<file path="src/comparator_pkg.sv">
// constants for the comparator control block: register map, fields, timing
// assumes a byte-wide register port and a 125 MHz peripheral clock
package comparator_pkg;
    // =====================================================================
    // register offsets
    localparam logic [2:0] COMPARATOR_CONTROL_OFS     = 3'h0;
    localparam logic [2:0] INPUT_SELECTOR_CONTROL_OFS = 3'h2;
    localparam logic [2:0] INTERRUPT_ENABLE_REG_OFS   = 3'h6;
    localparam logic [2:0] STATUS_OFS                 = 3'h7;
    localparam logic [2:0] SLEEP_CONTROL_OFS          = 3'h4;
    // =====================================================================
    // field positions
    localparam int ENABLE_BIT   = 0;
    localparam int HYST_LSB     = 1;
    localparam int EDGE_LSB     = 4;
    localparam int PADOUT_BIT   = 6;
    localparam int STANDBY_BIT  = 7;
    localparam int NEGSEL_LSB   = 0;
    localparam int POSSEL_BIT   = 3;
    localparam int INVERT_BIT   = 7;
    localparam int FLAG_BIT     = 0;
    localparam int STATE_BIT    = 4;
    localparam int SLEEP_LSB    = 0;
    localparam int DEBUG_BIT    = 2;
    // =====================================================================
    // reset values and masks
    localparam logic [7:0] CONTROL_RESET  = 8'h00;
    localparam logic [7:0] CONTROL_MASK   = 8'hf7;
    localparam logic [7:0] SELECTOR_RESET = 8'h00;
    localparam logic [7:0] SELECTOR_MASK  = 8'h8b;
    localparam logic [7:0] SLEEP_RESET    = 8'h00;
    // =====================================================================
    // encodings
    localparam logic [1:0] EDGE_ANY     = 2'h0;
    localparam logic [1:0] EDGE_FALLING = 2'h2;
    localparam logic [1:0] EDGE_RISING  = 2'h3;
    localparam logic [1:0] NEG_PIN0     = 2'h0;
    localparam logic [1:0] NEG_PIN1     = 2'h1;
    localparam logic [1:0] NEG_REF      = 2'h2;
    localparam logic [7:0] COMPARATOR_IRQ_VECTOR = 8'h00;
    typedef enum logic [1:0] {
        SLEEP_ACTIVE    = 2'b00,
        SLEEP_IDLE      = 2'b01,
        SLEEP_STANDBY   = 2'b10,
        SLEEP_POWERDOWN = 2'b11
    } sleep_type;
    // =====================================================================
    // timing
    localparam int CLK_MHZ          = 125;
    localparam int STARTUP_NS       = 2500;
    localparam int REF_STARTUP_NS   = 60000;
    localparam int STARTUP_CYCLES     = (STARTUP_NS * CLK_MHZ + 999) / 1000;
    localparam int REF_STARTUP_CYCLES = (REF_STARTUP_NS * CLK_MHZ + 999) / 1000;
    localparam int SYNC_STAGES      = 3;
endpackage

</file>
<file path="src/level_synchronizer.sv">
// multi-stage synchroniser for one asynchronous level
// assumes the input may change at any time relative to clk
`timescale 1ns/1ns
module level_synchronizer #(
    parameter int STAGES = 3
) (
    input  wire logic clk,
    input  wire logic rst_n,
    input  wire logic asyncIn,
    output logic      syncOut
);
    logic [STAGES-1:0] chain_r;

    always_ff @(posedge clk or negedge rst_n)
    begin
        if (!rst_n)
            chain_r <= '0;
        else
            chain_r <= {chain_r[STAGES-2:0], asyncIn};
    end

    assign syncOut = chain_r[STAGES-1];
endmodule

</file>
<file path="src/startup_timer.sv">
// counts the start-up window after the comparator is enabled
// assumes enable is a level from the same clock domain
`timescale 1ns/1ns
module startup_timer #(
    parameter int SHORT_CYCLES = 313,
    parameter int LONG_CYCLES  = 7500
) (
    input  wire logic clk,
    input  wire logic rst_n,
    input  wire logic enable,
    input  wire logic useLong,
    output logic      settled
);
    logic [15:0] count_r;
    logic [15:0] count_nxt;
    logic        settled_r;
    wire  [15:0] limit = useLong ? 16'(LONG_CYCLES) : 16'(SHORT_CYCLES);
    wire         done  = (count_r >= limit);

    assign count_nxt = !enable ? 16'h0000 : (done ? count_r : count_r + 16'h0001);

    always_ff @(posedge clk or negedge rst_n)
    begin
        if (!rst_n)
        begin
            count_r   <= 16'h0000;
            settled_r <= 1'b0;
        end
        else
        begin
            count_r   <= count_nxt;
            settled_r <= enable && done;
        end
    end

    assign settled = settled_r;
endmodule

</file>
<file path="src/analog_comparator_control.sv">
// digital control and status around one analog voltage comparator
// assumes an asynchronous raw comparator result, a byte register port and
// a sleep state written by software to the sleep control register
// =========================================================================
// Summary of operation
// - result is one when selected positive input exceeds negative, else zero
// - output treated invalid for 2.5 us, or 60 us with internal reference
// - positive picks one of two pins; negative two pins or reference
// - hysteresis off or one of three levels, forwarded to analog core
// - pad output enable drives the result onto the output pad
// - enabled result goes to event routing without resynchronisation
// - block takes no incoming events
// - selected edge of the result sets the compare flag
// - interrupt request is enable and flag, held until flag cleared
// - idle sleep behaves exactly like active mode
// - standby needs run-in-standby; then events, pad and state bit live, flag frozen
// - power-down disables comparator and pad output always
// - debug halt changes nothing
// - edge field: 0 any, 2 falling, 3 rising, 1 reserved
// - writing one clears the flag; writing zero does nothing
// - state bit is the result through a three-stage synchroniser
// - invert bit inverts result for every consumer
//
// The address-and-strobe port and the address map are this design's own decisions.
`timescale 1ns/1ns
module analog_comparator_control #(
    parameter int STARTUP_CYCLES     = comparator_pkg::STARTUP_CYCLES,
    parameter int REF_STARTUP_CYCLES = comparator_pkg::REF_STARTUP_CYCLES
) (
    input  wire logic       clk,
    input  wire logic       rst_n,
    // register port
    input  wire logic [2:0] regAddr,
    input  wire logic [7:0] regWrData,
    input  wire logic       regWrite,
    input  wire logic       regRead,
    output logic      [7:0] regRdData,
    // analog core
    input  wire logic       rawCompare,
    output logic            analogEnable,
    output logic            positiveInputSelect,
    output logic      [1:0] negativeInputSelect,
    output logic      [1:0] hysteresisSelect,
    output logic            referenceRequest,
    // system
    output logic            compareEvent,
    output logic            padOut,
    output logic            padOutEnable,
    output logic            irqRequest,
    output logic            resultValid
);
    // =====================================================================
    // registers
    logic [7:0] control_r;
    logic [7:0] selector_r;
    logic       irqEnable_r;
    logic       flag_r;
    logic       flag_nxt;
    logic [7:0] sleep_r;
    logic [7:0] rdData_r;
    logic       prevSync_r;
    logic       analogEnable_r;
    logic [1:0] hyst_r;
    logic       posSel_r;
    logic [1:0] negSel_r;
    logic       refReq_r;
    logic       irq_r;

    // =====================================================================
    // field decode
    wire       ctlEnable  = control_r[comparator_pkg::ENABLE_BIT];
    wire [1:0] edgeSel    = control_r[comparator_pkg::EDGE_LSB +: 2];
    wire       padEnable  = control_r[comparator_pkg::PADOUT_BIT];
    wire       runStandby = control_r[comparator_pkg::STANDBY_BIT];
    wire       invert     = selector_r[comparator_pkg::INVERT_BIT];
    wire [1:0] sleepBits  = sleep_r[comparator_pkg::SLEEP_LSB +: 2];

    wire inStandby   = (sleepBits == comparator_pkg::SLEEP_STANDBY);
    wire inPowerDown = (sleepBits == comparator_pkg::SLEEP_POWERDOWN);

    // idle sleep and the debug halt bit take no part in any term below,
    // so the comparator behaves in both exactly as in active mode
    wire running = ctlEnable && !inPowerDown
                   && !(inStandby && !runStandby);
    // the flag and interrupts freeze in standby since the clock is borrowed
    wire statusLive = running && !inStandby;

    // =====================================================================
    // result path: the analog core compares, inversion applies to all users
    // the event path stays combinational so it is never resynchronised
    wire inverted = rawCompare ^ invert;
    wire liveResult = inverted && running;

    // =====================================================================
    // synchroniser and startup window
    logic syncResult;
    logic settled;

    level_synchronizer #(
        .STAGES (comparator_pkg::SYNC_STAGES)
    ) u_sync (
        .clk     (clk),
        .rst_n   (rst_n),
        .asyncIn (liveResult),
        .syncOut (syncResult)
    );

    startup_timer #(
        .SHORT_CYCLES (STARTUP_CYCLES),
        .LONG_CYCLES  (REF_STARTUP_CYCLES)
    ) u_startup (
        .clk     (clk),
        .rst_n   (rst_n),
        .enable  (running),
        .useLong (negSel_r == comparator_pkg::NEG_REF),
        .settled (settled)
    );

    // =====================================================================
    // edge detection on the synchronised copy
    wire rose = syncResult && !prevSync_r;
    wire fell = !syncResult && prevSync_r;
    wire edgeHit = (edgeSel == comparator_pkg::EDGE_ANY)     ? (rose || fell) :
                   (edgeSel == comparator_pkg::EDGE_FALLING) ? fell :
                   (edgeSel == comparator_pkg::EDGE_RISING)  ? rose :
                   1'b0;
    wire setFlag = edgeHit && statusLive;

    // =====================================================================
    // register decode
    wire wrControl  = regWrite && (regAddr == comparator_pkg::COMPARATOR_CONTROL_OFS);
    wire wrSelector = regWrite && (regAddr == comparator_pkg::INPUT_SELECTOR_CONTROL_OFS);
    wire wrIrqEn    = regWrite && (regAddr == comparator_pkg::INTERRUPT_ENABLE_REG_OFS);
    wire wrStatus   = regWrite && (regAddr == comparator_pkg::STATUS_OFS);
    wire wrSleep    = regWrite && (regAddr == comparator_pkg::SLEEP_CONTROL_OFS);
    wire clearFlag  = wrStatus && regWrData[comparator_pkg::FLAG_BIT];
    // the request follows an enable write in the same edge as the register
    wire irqEnable_nxt = wrIrqEn ? regWrData[comparator_pkg::FLAG_BIT] : irqEnable_r;

    // a set in the same cycle as a clear wins so no edge is lost
    assign flag_nxt = setFlag ? 1'b1 : (clearFlag ? 1'b0 : flag_r);

    logic [7:0] statusView;
    logic [7:0] rdMux;

    always_comb
    begin
        statusView = 8'h00;
        statusView[comparator_pkg::STATE_BIT] = syncResult;
        statusView[comparator_pkg::FLAG_BIT]  = flag_r;
    end

    always_comb
    begin
        if (regAddr == comparator_pkg::COMPARATOR_CONTROL_OFS)
            rdMux = control_r;
        else if (regAddr == comparator_pkg::INPUT_SELECTOR_CONTROL_OFS)
            rdMux = selector_r;
        else if (regAddr == comparator_pkg::INTERRUPT_ENABLE_REG_OFS)
            rdMux = {7'h00, irqEnable_r};
        else if (regAddr == comparator_pkg::STATUS_OFS)
            rdMux = statusView;
        else if (regAddr == comparator_pkg::SLEEP_CONTROL_OFS)
            rdMux = sleep_r;
        else
            rdMux = 8'h00;
    end

    // =====================================================================
    // software registers
    always_ff @(posedge clk or negedge rst_n)
    begin
        if (!rst_n)
        begin
            control_r   <= comparator_pkg::CONTROL_RESET;
            selector_r  <= comparator_pkg::SELECTOR_RESET;
            irqEnable_r <= 1'b0;
            sleep_r     <= comparator_pkg::SLEEP_RESET;
            rdData_r    <= 8'h00;
        end
        else
        begin
            if (wrControl)
                control_r <= regWrData & comparator_pkg::CONTROL_MASK;
            if (wrSelector)
                selector_r <= regWrData & comparator_pkg::SELECTOR_MASK;
            if (wrIrqEn)
                irqEnable_r <= regWrData[comparator_pkg::FLAG_BIT];
            if (wrSleep)
                sleep_r <= {5'h00, regWrData[2:0]};
            rdData_r <= regRead ? rdMux : 8'h00;
        end
    end

    // =====================================================================
    // status, interrupt and analog control
    always_ff @(posedge clk or negedge rst_n)
    begin
        if (!rst_n)
        begin
            flag_r         <= 1'b0;
            prevSync_r     <= 1'b0;
            irq_r          <= 1'b0;
            analogEnable_r <= 1'b0;
            hyst_r         <= 2'h0;
            posSel_r       <= 1'b0;
            negSel_r       <= comparator_pkg::NEG_PIN0;
            refReq_r       <= 1'b0;
        end
        else
        begin
            flag_r         <= flag_nxt;
            prevSync_r     <= syncResult;
            irq_r          <= irqEnable_nxt && flag_nxt;
            analogEnable_r <= running;
            hyst_r         <= control_r[comparator_pkg::HYST_LSB +: 2];
            posSel_r       <= selector_r[comparator_pkg::POSSEL_BIT];
            negSel_r       <= selector_r[comparator_pkg::NEGSEL_LSB +: 2];
            refReq_r       <= running
                              && (selector_r[comparator_pkg::NEGSEL_LSB +: 2]
                                  == comparator_pkg::NEG_REF);
        end
    end

    // =====================================================================
    // outputs
    // event and pad paths are combinational from the analog result by
    // necessity; the event must not be resynchronised to any clock
    assign compareEvent        = liveResult;
    assign padOut              = liveResult && padEnable;
    assign padOutEnable        = padEnable && running;
    assign regRdData           = rdData_r;
    assign irqRequest          = irq_r;
    assign analogEnable        = analogEnable_r;
    assign hysteresisSelect    = hyst_r;
    assign positiveInputSelect = posSel_r;
    assign negativeInputSelect = negSel_r;
    assign referenceRequest    = refReq_r;
    assign resultValid         = settled;
endmodule

</file>
<file path="config.mk">
export PLATFORM = sky130hd
export DESIGN_NAME = analog_comparator_control
export DESIGN_NICKNAME = d
export VERILOG_FILES = /design/src/comparator_pkg.sv /design/src/level_synchronizer.sv /design/src/startup_timer.sv /design/src/analog_comparator_control.sv
export SDC_FILE = /design/constraint.sdc
export NUM_CORES = 1
export LEC_CHECK = 0
export ABC_AREA = 1
export BUFFER_PORTS_ARGS = -buffer_cell sky130_fd_sc_hd__buf_2
export CAP_MARGIN = 20
export CORE_UTILIZATION = 57
export CTS_BUF_LIST = sky130_fd_sc_hd__clkbuf_8 sky130_fd_sc_hd__clkbuf_16
export DETAILED_ROUTE_END_ITERATION = 16
export PLACE_DENSITY = 0.78
export SLEW_MARGIN = 20
export SYNTH_ARGS = -nofsm -noshare
export SYNTH_HDL_FRONTEND = slang
export SYNTH_SLANG_ARGS = --single-unit
</file>
<file path="constraint.sdc">
create_clock -name clk -period 2.65 [get_ports clk]
set_input_delay 0.3975 -clock clk [delete_from_list [all_inputs] [get_ports clk]]
set_output_delay 0.3975 -clock clk [all_outputs]
set_load 0.05 [all_outputs]
</file>
Yosys cells after proc, flatten, opt, wreduce, memory -nomap -nowiden

Cells that the tools add are included.

Register bits after elaboration: 53
Output and inout bits: 20
Logic and storage cells: 73

Add/sub/neg operators: 1
Order comparisons: 1
Equality and inequality tests: 11
Mux-type cells: 15
Bitwise operators: 1
Reductions and logical operators: 28

Operators with widths:

| operator                                       | count |
|---|---|
| two-way mux 16 bit                             | 2 |
| two-way mux 8 bit                              | 3 |
| logical AND 1 bit                              | 19 |
| adder 16 x 1 -> 16 bit (second input constant) | 1 |
| greater-or-equal comparator 16 bit             | 1 |
| two-way mux 13 bit                             | 1 |
| == test 2 bit (second input constant)          | 6 |
| two-way mux 5 bit                              | 2 |
| == test 3 bit (second input constant)          | 3 |
| logical NOT 1 bit                              | 6 |
| two-way mux 1 bit                              | 6 |
| == test 3 x 2 -> 1 bit (second input constant) | 1 |
| logical NOT 3 bit                              | 1 |
| two-way mux 3 bit                              | 1 |
| logical NOT 2 bit                              | 1 |
| inequality test 2 bit (second input constant)  | 1 |
| logical OR 1 bit                               | 1 |
| XOR 1 bit                                      | 1 |

Depth between registers and ports, before layout

Depth in word-level cells: 8
Depth in mapped cells: 14
Gate-level depth less buffers: 13

Modules after synthesis

Synthesis repeated with hierarchy kept, for this count alone.

Cell total of the unflattened synthesis: 324
Area total of the unflattened synthesis: 2,717.6 sq um

Modules (own cells, without submodules):

| module                    | instances | cells an instance | area each (sq um) | seq. area each (sq um) |
|---|---|---|---|---|
| analog_comparator_control | 1         | 144               | 1,365.1           | 825.8 |
| startup_timer             | 1         | 177               | 1,277.5           | 425.4 |
| level_synchronizer        | 1         | 3                 | 75.1              | 75.1 |

Least setup slack after synthesis

Ideal clock, no wire load.

Kind: flip-flop to output port
Start point: reg sleep_r[0]
End point: out padOut
Arrival time: 1.871 ns
Data required time: 2.253 ns
Slack: 0.382 ns
Stages on the path, launching flop included: 4
Buffers on the path: 0
Cell sequence: dfrtp_1 o31ai_2 inv_2 nor3_1

Longest elaborated chain between the ends: 6

Ends and longest elaborated chain:

| element                                                | line                                                             | source |
|---|---|---|
| start, declared                                        | analog_comparator_control.sv:59                                  | `logic [7:0] sleep_r;` |
| start signal, assigned                                 | analog_comparator_control.sv:178                                 | `sleep_r <= comparator_pkg::SLEEP_RESET;` |
| start signal, assigned                                 | analog_comparator_control.sv:190                                 | `sleep_r <= {5'h00, regWrData[2:0]};` |
| == test 2 bit, on equally long branches                | analog_comparator_control.sv:79, analog_comparator_control.sv:78 |  |
| logical NOT 1 bit or logical AND 1 bit (tied branches) | analog_comparator_control.sv:83, analog_comparator_control.sv:84 |  |
| logical AND 1 bit or logical NOT 1 bit (tied branches) | analog_comparator_control.sv:83, analog_comparator_control.sv:84 |  |
| logical AND 1 bit (*)                                  | analog_comparator_control.sv:84                                  | `&& !(inStandby && !runStandby);` |
| logical AND 1 bit (*)                                  | analog_comparator_control.sv:92                                  | `wire liveResult = inverted && running;` |
| logical AND 1 bit (*)                                  | analog_comparator_control.sv:230                                 | `assign padOut = liveResult && padEnable;` |
| end, declared                                          | analog_comparator_control.sv:47                                  | `output logic padOut,` |

Mark *: on every way between the ends. The rest lies on a longest branch, timed or not.

Final worst setup path

Start point: reg negSel_r[0], in the netlist negativeInputSelect[0]
End point: reg u_startup.count_r[12]

Longest elaborated chain between the ends: 4

Ends and longest elaborated chain:

| element                                | line                             | source |
|---|---|---|
| start, declared                        | analog_comparator_control.sv:65  | `logic [1:0] negSel_r;` |
| start signal, assigned                 | analog_comparator_control.sv:207 | `negSel_r <= comparator_pkg::NEG_PIN0;` |
| start signal, assigned                 | analog_comparator_control.sv:218 | `negSel_r <= selector_r[comparator_pkg::NEGSEL_LSB +: 2];` |
| == test 2 bit                          | analog_comparator_control.sv:115 | `.useLong (negSel_r == comparator_pkg::NEG_REF),` |
| two-way mux 13 bit                     | startup_timer.sv:17              | `wire [15:0] limit = useLong ? 16'(LONG_CYCLES) : 16'(SHORT_CYCLES);` |
| greater-or-equal comparator 16 bit     | startup_timer.sv:18              | `wire done = (count_r >= limit);` |
| inequality test 2 bit (no source line) | -                                |  |
| end signal, assigned                   | startup_timer.sv:31              | `count_r <= count_nxt;` |
| end, declared                          | startup_timer.sv:14              | `logic [15:0] count_r;` |

Every way passes these cells.
A chain may end at the register's enable or synchronous reset.

==> results.py <==
metrics = {
    "outcome": {
        "status": "completed",
    },
    "finish": {
        "diodes": 0,
        "nFillCells": 388,
        "final_cells": 413,
        "syn2layout_area_growth_pct": 11.3,
        "drive_gt1_frac": 0.194,
        "final_net_count": 388,
    },
    "synthesis": {
        "yosysTopAreaCell": "dfrtp_1",
        "synthCells": 322,
        "synth_area_sq_um": 2750,
        "yosys_register_bits": 53,
        "netlist_top_cells_area": "dfrtp_1 48%, nand2_1 11%, inv_1 5.2%, ha_1 5.0%, nor2_1 4.4%",
        "synth_nets": 349,
        "synth_top_cell_area_share": 0.482,
        "avgSynthCellArea_sq_um": 8.55,
        "synth-edff-count": 0,
        "ys_warn_count": 0,
        "synth_cell_types": 33,
        "ys_seq_area_frac": 0.482,
        "ys.flop_type": "dfrtp_1",
        "async_reset_ff_frac": 1.00,
    },
    "detailed_routing": {
        "first_pass_iters": 4,
        "vias": 2215,
        "drc": 0,
        "wirelength_mm": 5.52,
        "ant_nets": 0,
        "wl_per_cell_microns": 13.4,
        "drt_iter0_drc": 95,
        "post_drt_via_cell_ratio": 5.36,
    },
    "placement": {
        "dp.cells": 406,
        "routabilityCongestion": 0.868,
        "dp_hpwl_mm": 4.16,
        "port_buffers": 35,
    },
    "timing": {
        "tns_ns": 0,
        "tightest_slew_ns": 0.907,
        "setup_viol": 0,
        "rsz0062_at_grt": "false",
        "max_clock_freq_mhz": 479,
        "post-route-period-util": 0.787,
        "clock_skew_ns": 0.00410,
        "drv_slew": 0,
        "hold_ws_ns": 0.220,
        "finalHoldViolations": 0,
        "slew_headroom": 0.396,
        "finalCriticalPeriod_ns": 2.09,
    },
    "clock_tree": {
        "cts_hold_buffers": 0,
        "postCtsSetupRepairBufs": 0,
        "cts_root_buf": "clkbuf_8",
        "clkTransAtPathRegs_ns": 0.09,
        "clk_latency_ns": 0.30,
        "clkSinkCount": 53,
        "ctsResizeCount": 0,
        "cts_buffer_depth": 2,
        "numCtsBuffers": 5,
        "htreeDepth": 2,
        "cts_tree": "yes",
    },
    "grt": {
        "grt_first_pass_wirelength_mm": 9.32,
        "grt_max_degree": 44,
        "grt_pass1_vias": 2090,
        "grt-ovfl-total": 0,
        "grt_usage": 0.239,
        "antenna_found_initial": 0,
    },
    "setup_path": {
        "crit_path_start_kind": "register",
        "worstSetupPathType": "register to register",
        "path_buf_inv": 1,
        "max_stage_delay_ns": 0.38,
        "path_max_fanout": 14,
        "cp_data_required_time_ns": 2.85,
        "cp.arrival_ns": 2.28,
        "crit_family": "simple AND/OR/NAND/NOR gates",
        "crit_chain": "nor2_1 -> inv_1 -> ha_1 -> a21oi_1 -> o21ai_1 -> a21oi_4 -> nand2_4 -> nand3_1 -> nand2_1",
        "critical_path.slowest_cell": "dfrtp_1",
        "worst_setup_path_end_kind": "register",
    },
    "pwr": {
        "comb_power_share": 0.248,
        "power_density_nw_per_um2": 616,
        "max-vdd-ir-drop_mv": 0.469,
        "intPower_mw": 1.24,
        "leakage_nw": 1.64,
        "power_frac_seq": 0.517,
        "p_total_mw": 1.89,
        "p_clk_frac": 0.235,
        "switchingPower_mw": 0.651,
        "switching_share": 0.345,
    },
    "floorplanning": {
        "core-area_sq_um": 4500,
        "num_io_pins": 36,
        "die_w_microns": 71.5,
        "initial_core_util": 0.611,
        "chipHeight_microns": 71.5,
        "rows": 24,
        "die_area_sq_um": 5110,
    },
    "min_path": {
        "hold_class": "input pin to async pin",
    },
    "flow_run": {
        "maxCapViolCount": 0,
    },
}
-- metal layers --
metal  GRT usage  part of all wire
met2       0.423              0.51
met3      0.0394             0.044
met4      0.0806             0.018
met5           0                 0
met1       0.301              0.43
-- Yosys cell counts, types with 4 or more instances --
master and count:
nand2_1 81, dfrtp_1 53, inv_1 38, nor2_1 32, nand3_1 21, nand4_1 19, ha_1 11, nand3_2 9
o21ai_1 8, o21ai_0 7, inv_2 6, a21oi_1 4, buf_2 4, xor2_1 4
-- logic make-up after synthesis --
kind of cell	synth area share
xor gates and xnor gates	0.0191
AOI/OAI and AO/OA	0.0636
and+or+nand+nor	0.297
buffers and inverters	0.0800
adders and majority gates	0.0500
muxes	0.00818
DFF	0.482
-- power by group through the flow --
| stage | clock network [mW] | registers, mW | logic [mW] |
|---|---|---|---|
| final | 0.444 | 0.975 | 0.468 |
| after global routing | 0.481 | 0.987 | 0.519 |
| after floorplan | 0 | 1.08 | 0.246 |
| after detailed placement | 0 | 0.991 | 0.473 |
| after CTS | 0.456 | 0.975 | 0.473 |
| after global placement | 0 | 0.987 | 0.462 |
-- per-stage QoR --
stage / area [sq um] / util / setup slack, ns
floorplan: 2750 / - / 0.382
global placement: 2980 / 0.661 / 0.640
detailed placement: 2980 / 0.661 / 0.569
CTS: 3060 / 0.680 / 0.555
global route: 3060 / 0.680 / 0.329
finish: 3060 / 0.680 / 0.564
-- worst reg2reg max path, cell delays in order (launching register included) --
cell	delay, ns
dfrtp_1	0.38
nor2_1	0.19
inv_1	0.15
ha_1	0.31
a21oi_1	0.13
o21ai_1	0.11
a21oi_4	0.33
nand2_4	0.21
nand3_1	0.12
nand2_1	0.06
-- state kept, by name (all words and copies together) (netlist names) --
name,flops
selector_r,4
hysteresisSelect,2
flag_r,1
sleep_r,3
positiveInputSelect,1
u_sync.chain_r,3
u_startup.count_r,16
regRdData,8
referenceRequest,1
u_startup.settled,1
irqEnable_r,1
negativeInputSelect,2
analogEnable,1
control_r,7
irqRequest,1
prevSync_r,1
-- final timing paths --
path,from,end,slack (ns),cells after the start
max reg2reg,negativeInputSelect[0],u_startup.count_r[12],0.56,9
max in group asynchronous,rst_n,u_startup.count_r[4],1.78,2
min in group clk,regWrData[3],selector_r[3],0.31,2
max,negativeInputSelect[0],u_startup.count_r[12],0.56,9
min,rst_n,hysteresisSelect[1],0.22,1
min reg2reg,u_sync.chain_r[1],u_sync.chain_r[2],0.35,0
-- layout make-up --
| class | instances | area [sq um] | share of cell area |
|---|---|---|---|
| Clock buffer | 6 | 82.6 | 0.0270 |
| Clock inverter | 1 | 3.75 | 0.00123 |
| Inverter | 44 | 165 | 0.0539 |
| Multi-Input combinational cell | 218 | 1210 | 0.397 |
| Sequential cell | 53 | 1330 | 0.433 |
| Tap cell | 52 | 65.1 | 0.0212 |
| Timing Repair Buffer | 39 | 205 | 0.0670 |
-- cell usage in the layout (no fill, tap or decap), types with 4 or more instances in the layout --
cell      instances
nand3_2           9
buf_2            35
nand2_1          81
nand3_1          21
clkbuf_8          6
nor2_1           32
dfrtp_1          53
nand4_1          19
o21ai_1           8
inv_2             6
inv_1            39
ha_1             11
o21ai_0           7
a21oi_1           4
xor2_1            4
buf_4             4
(Power assumes the default switching activity.)
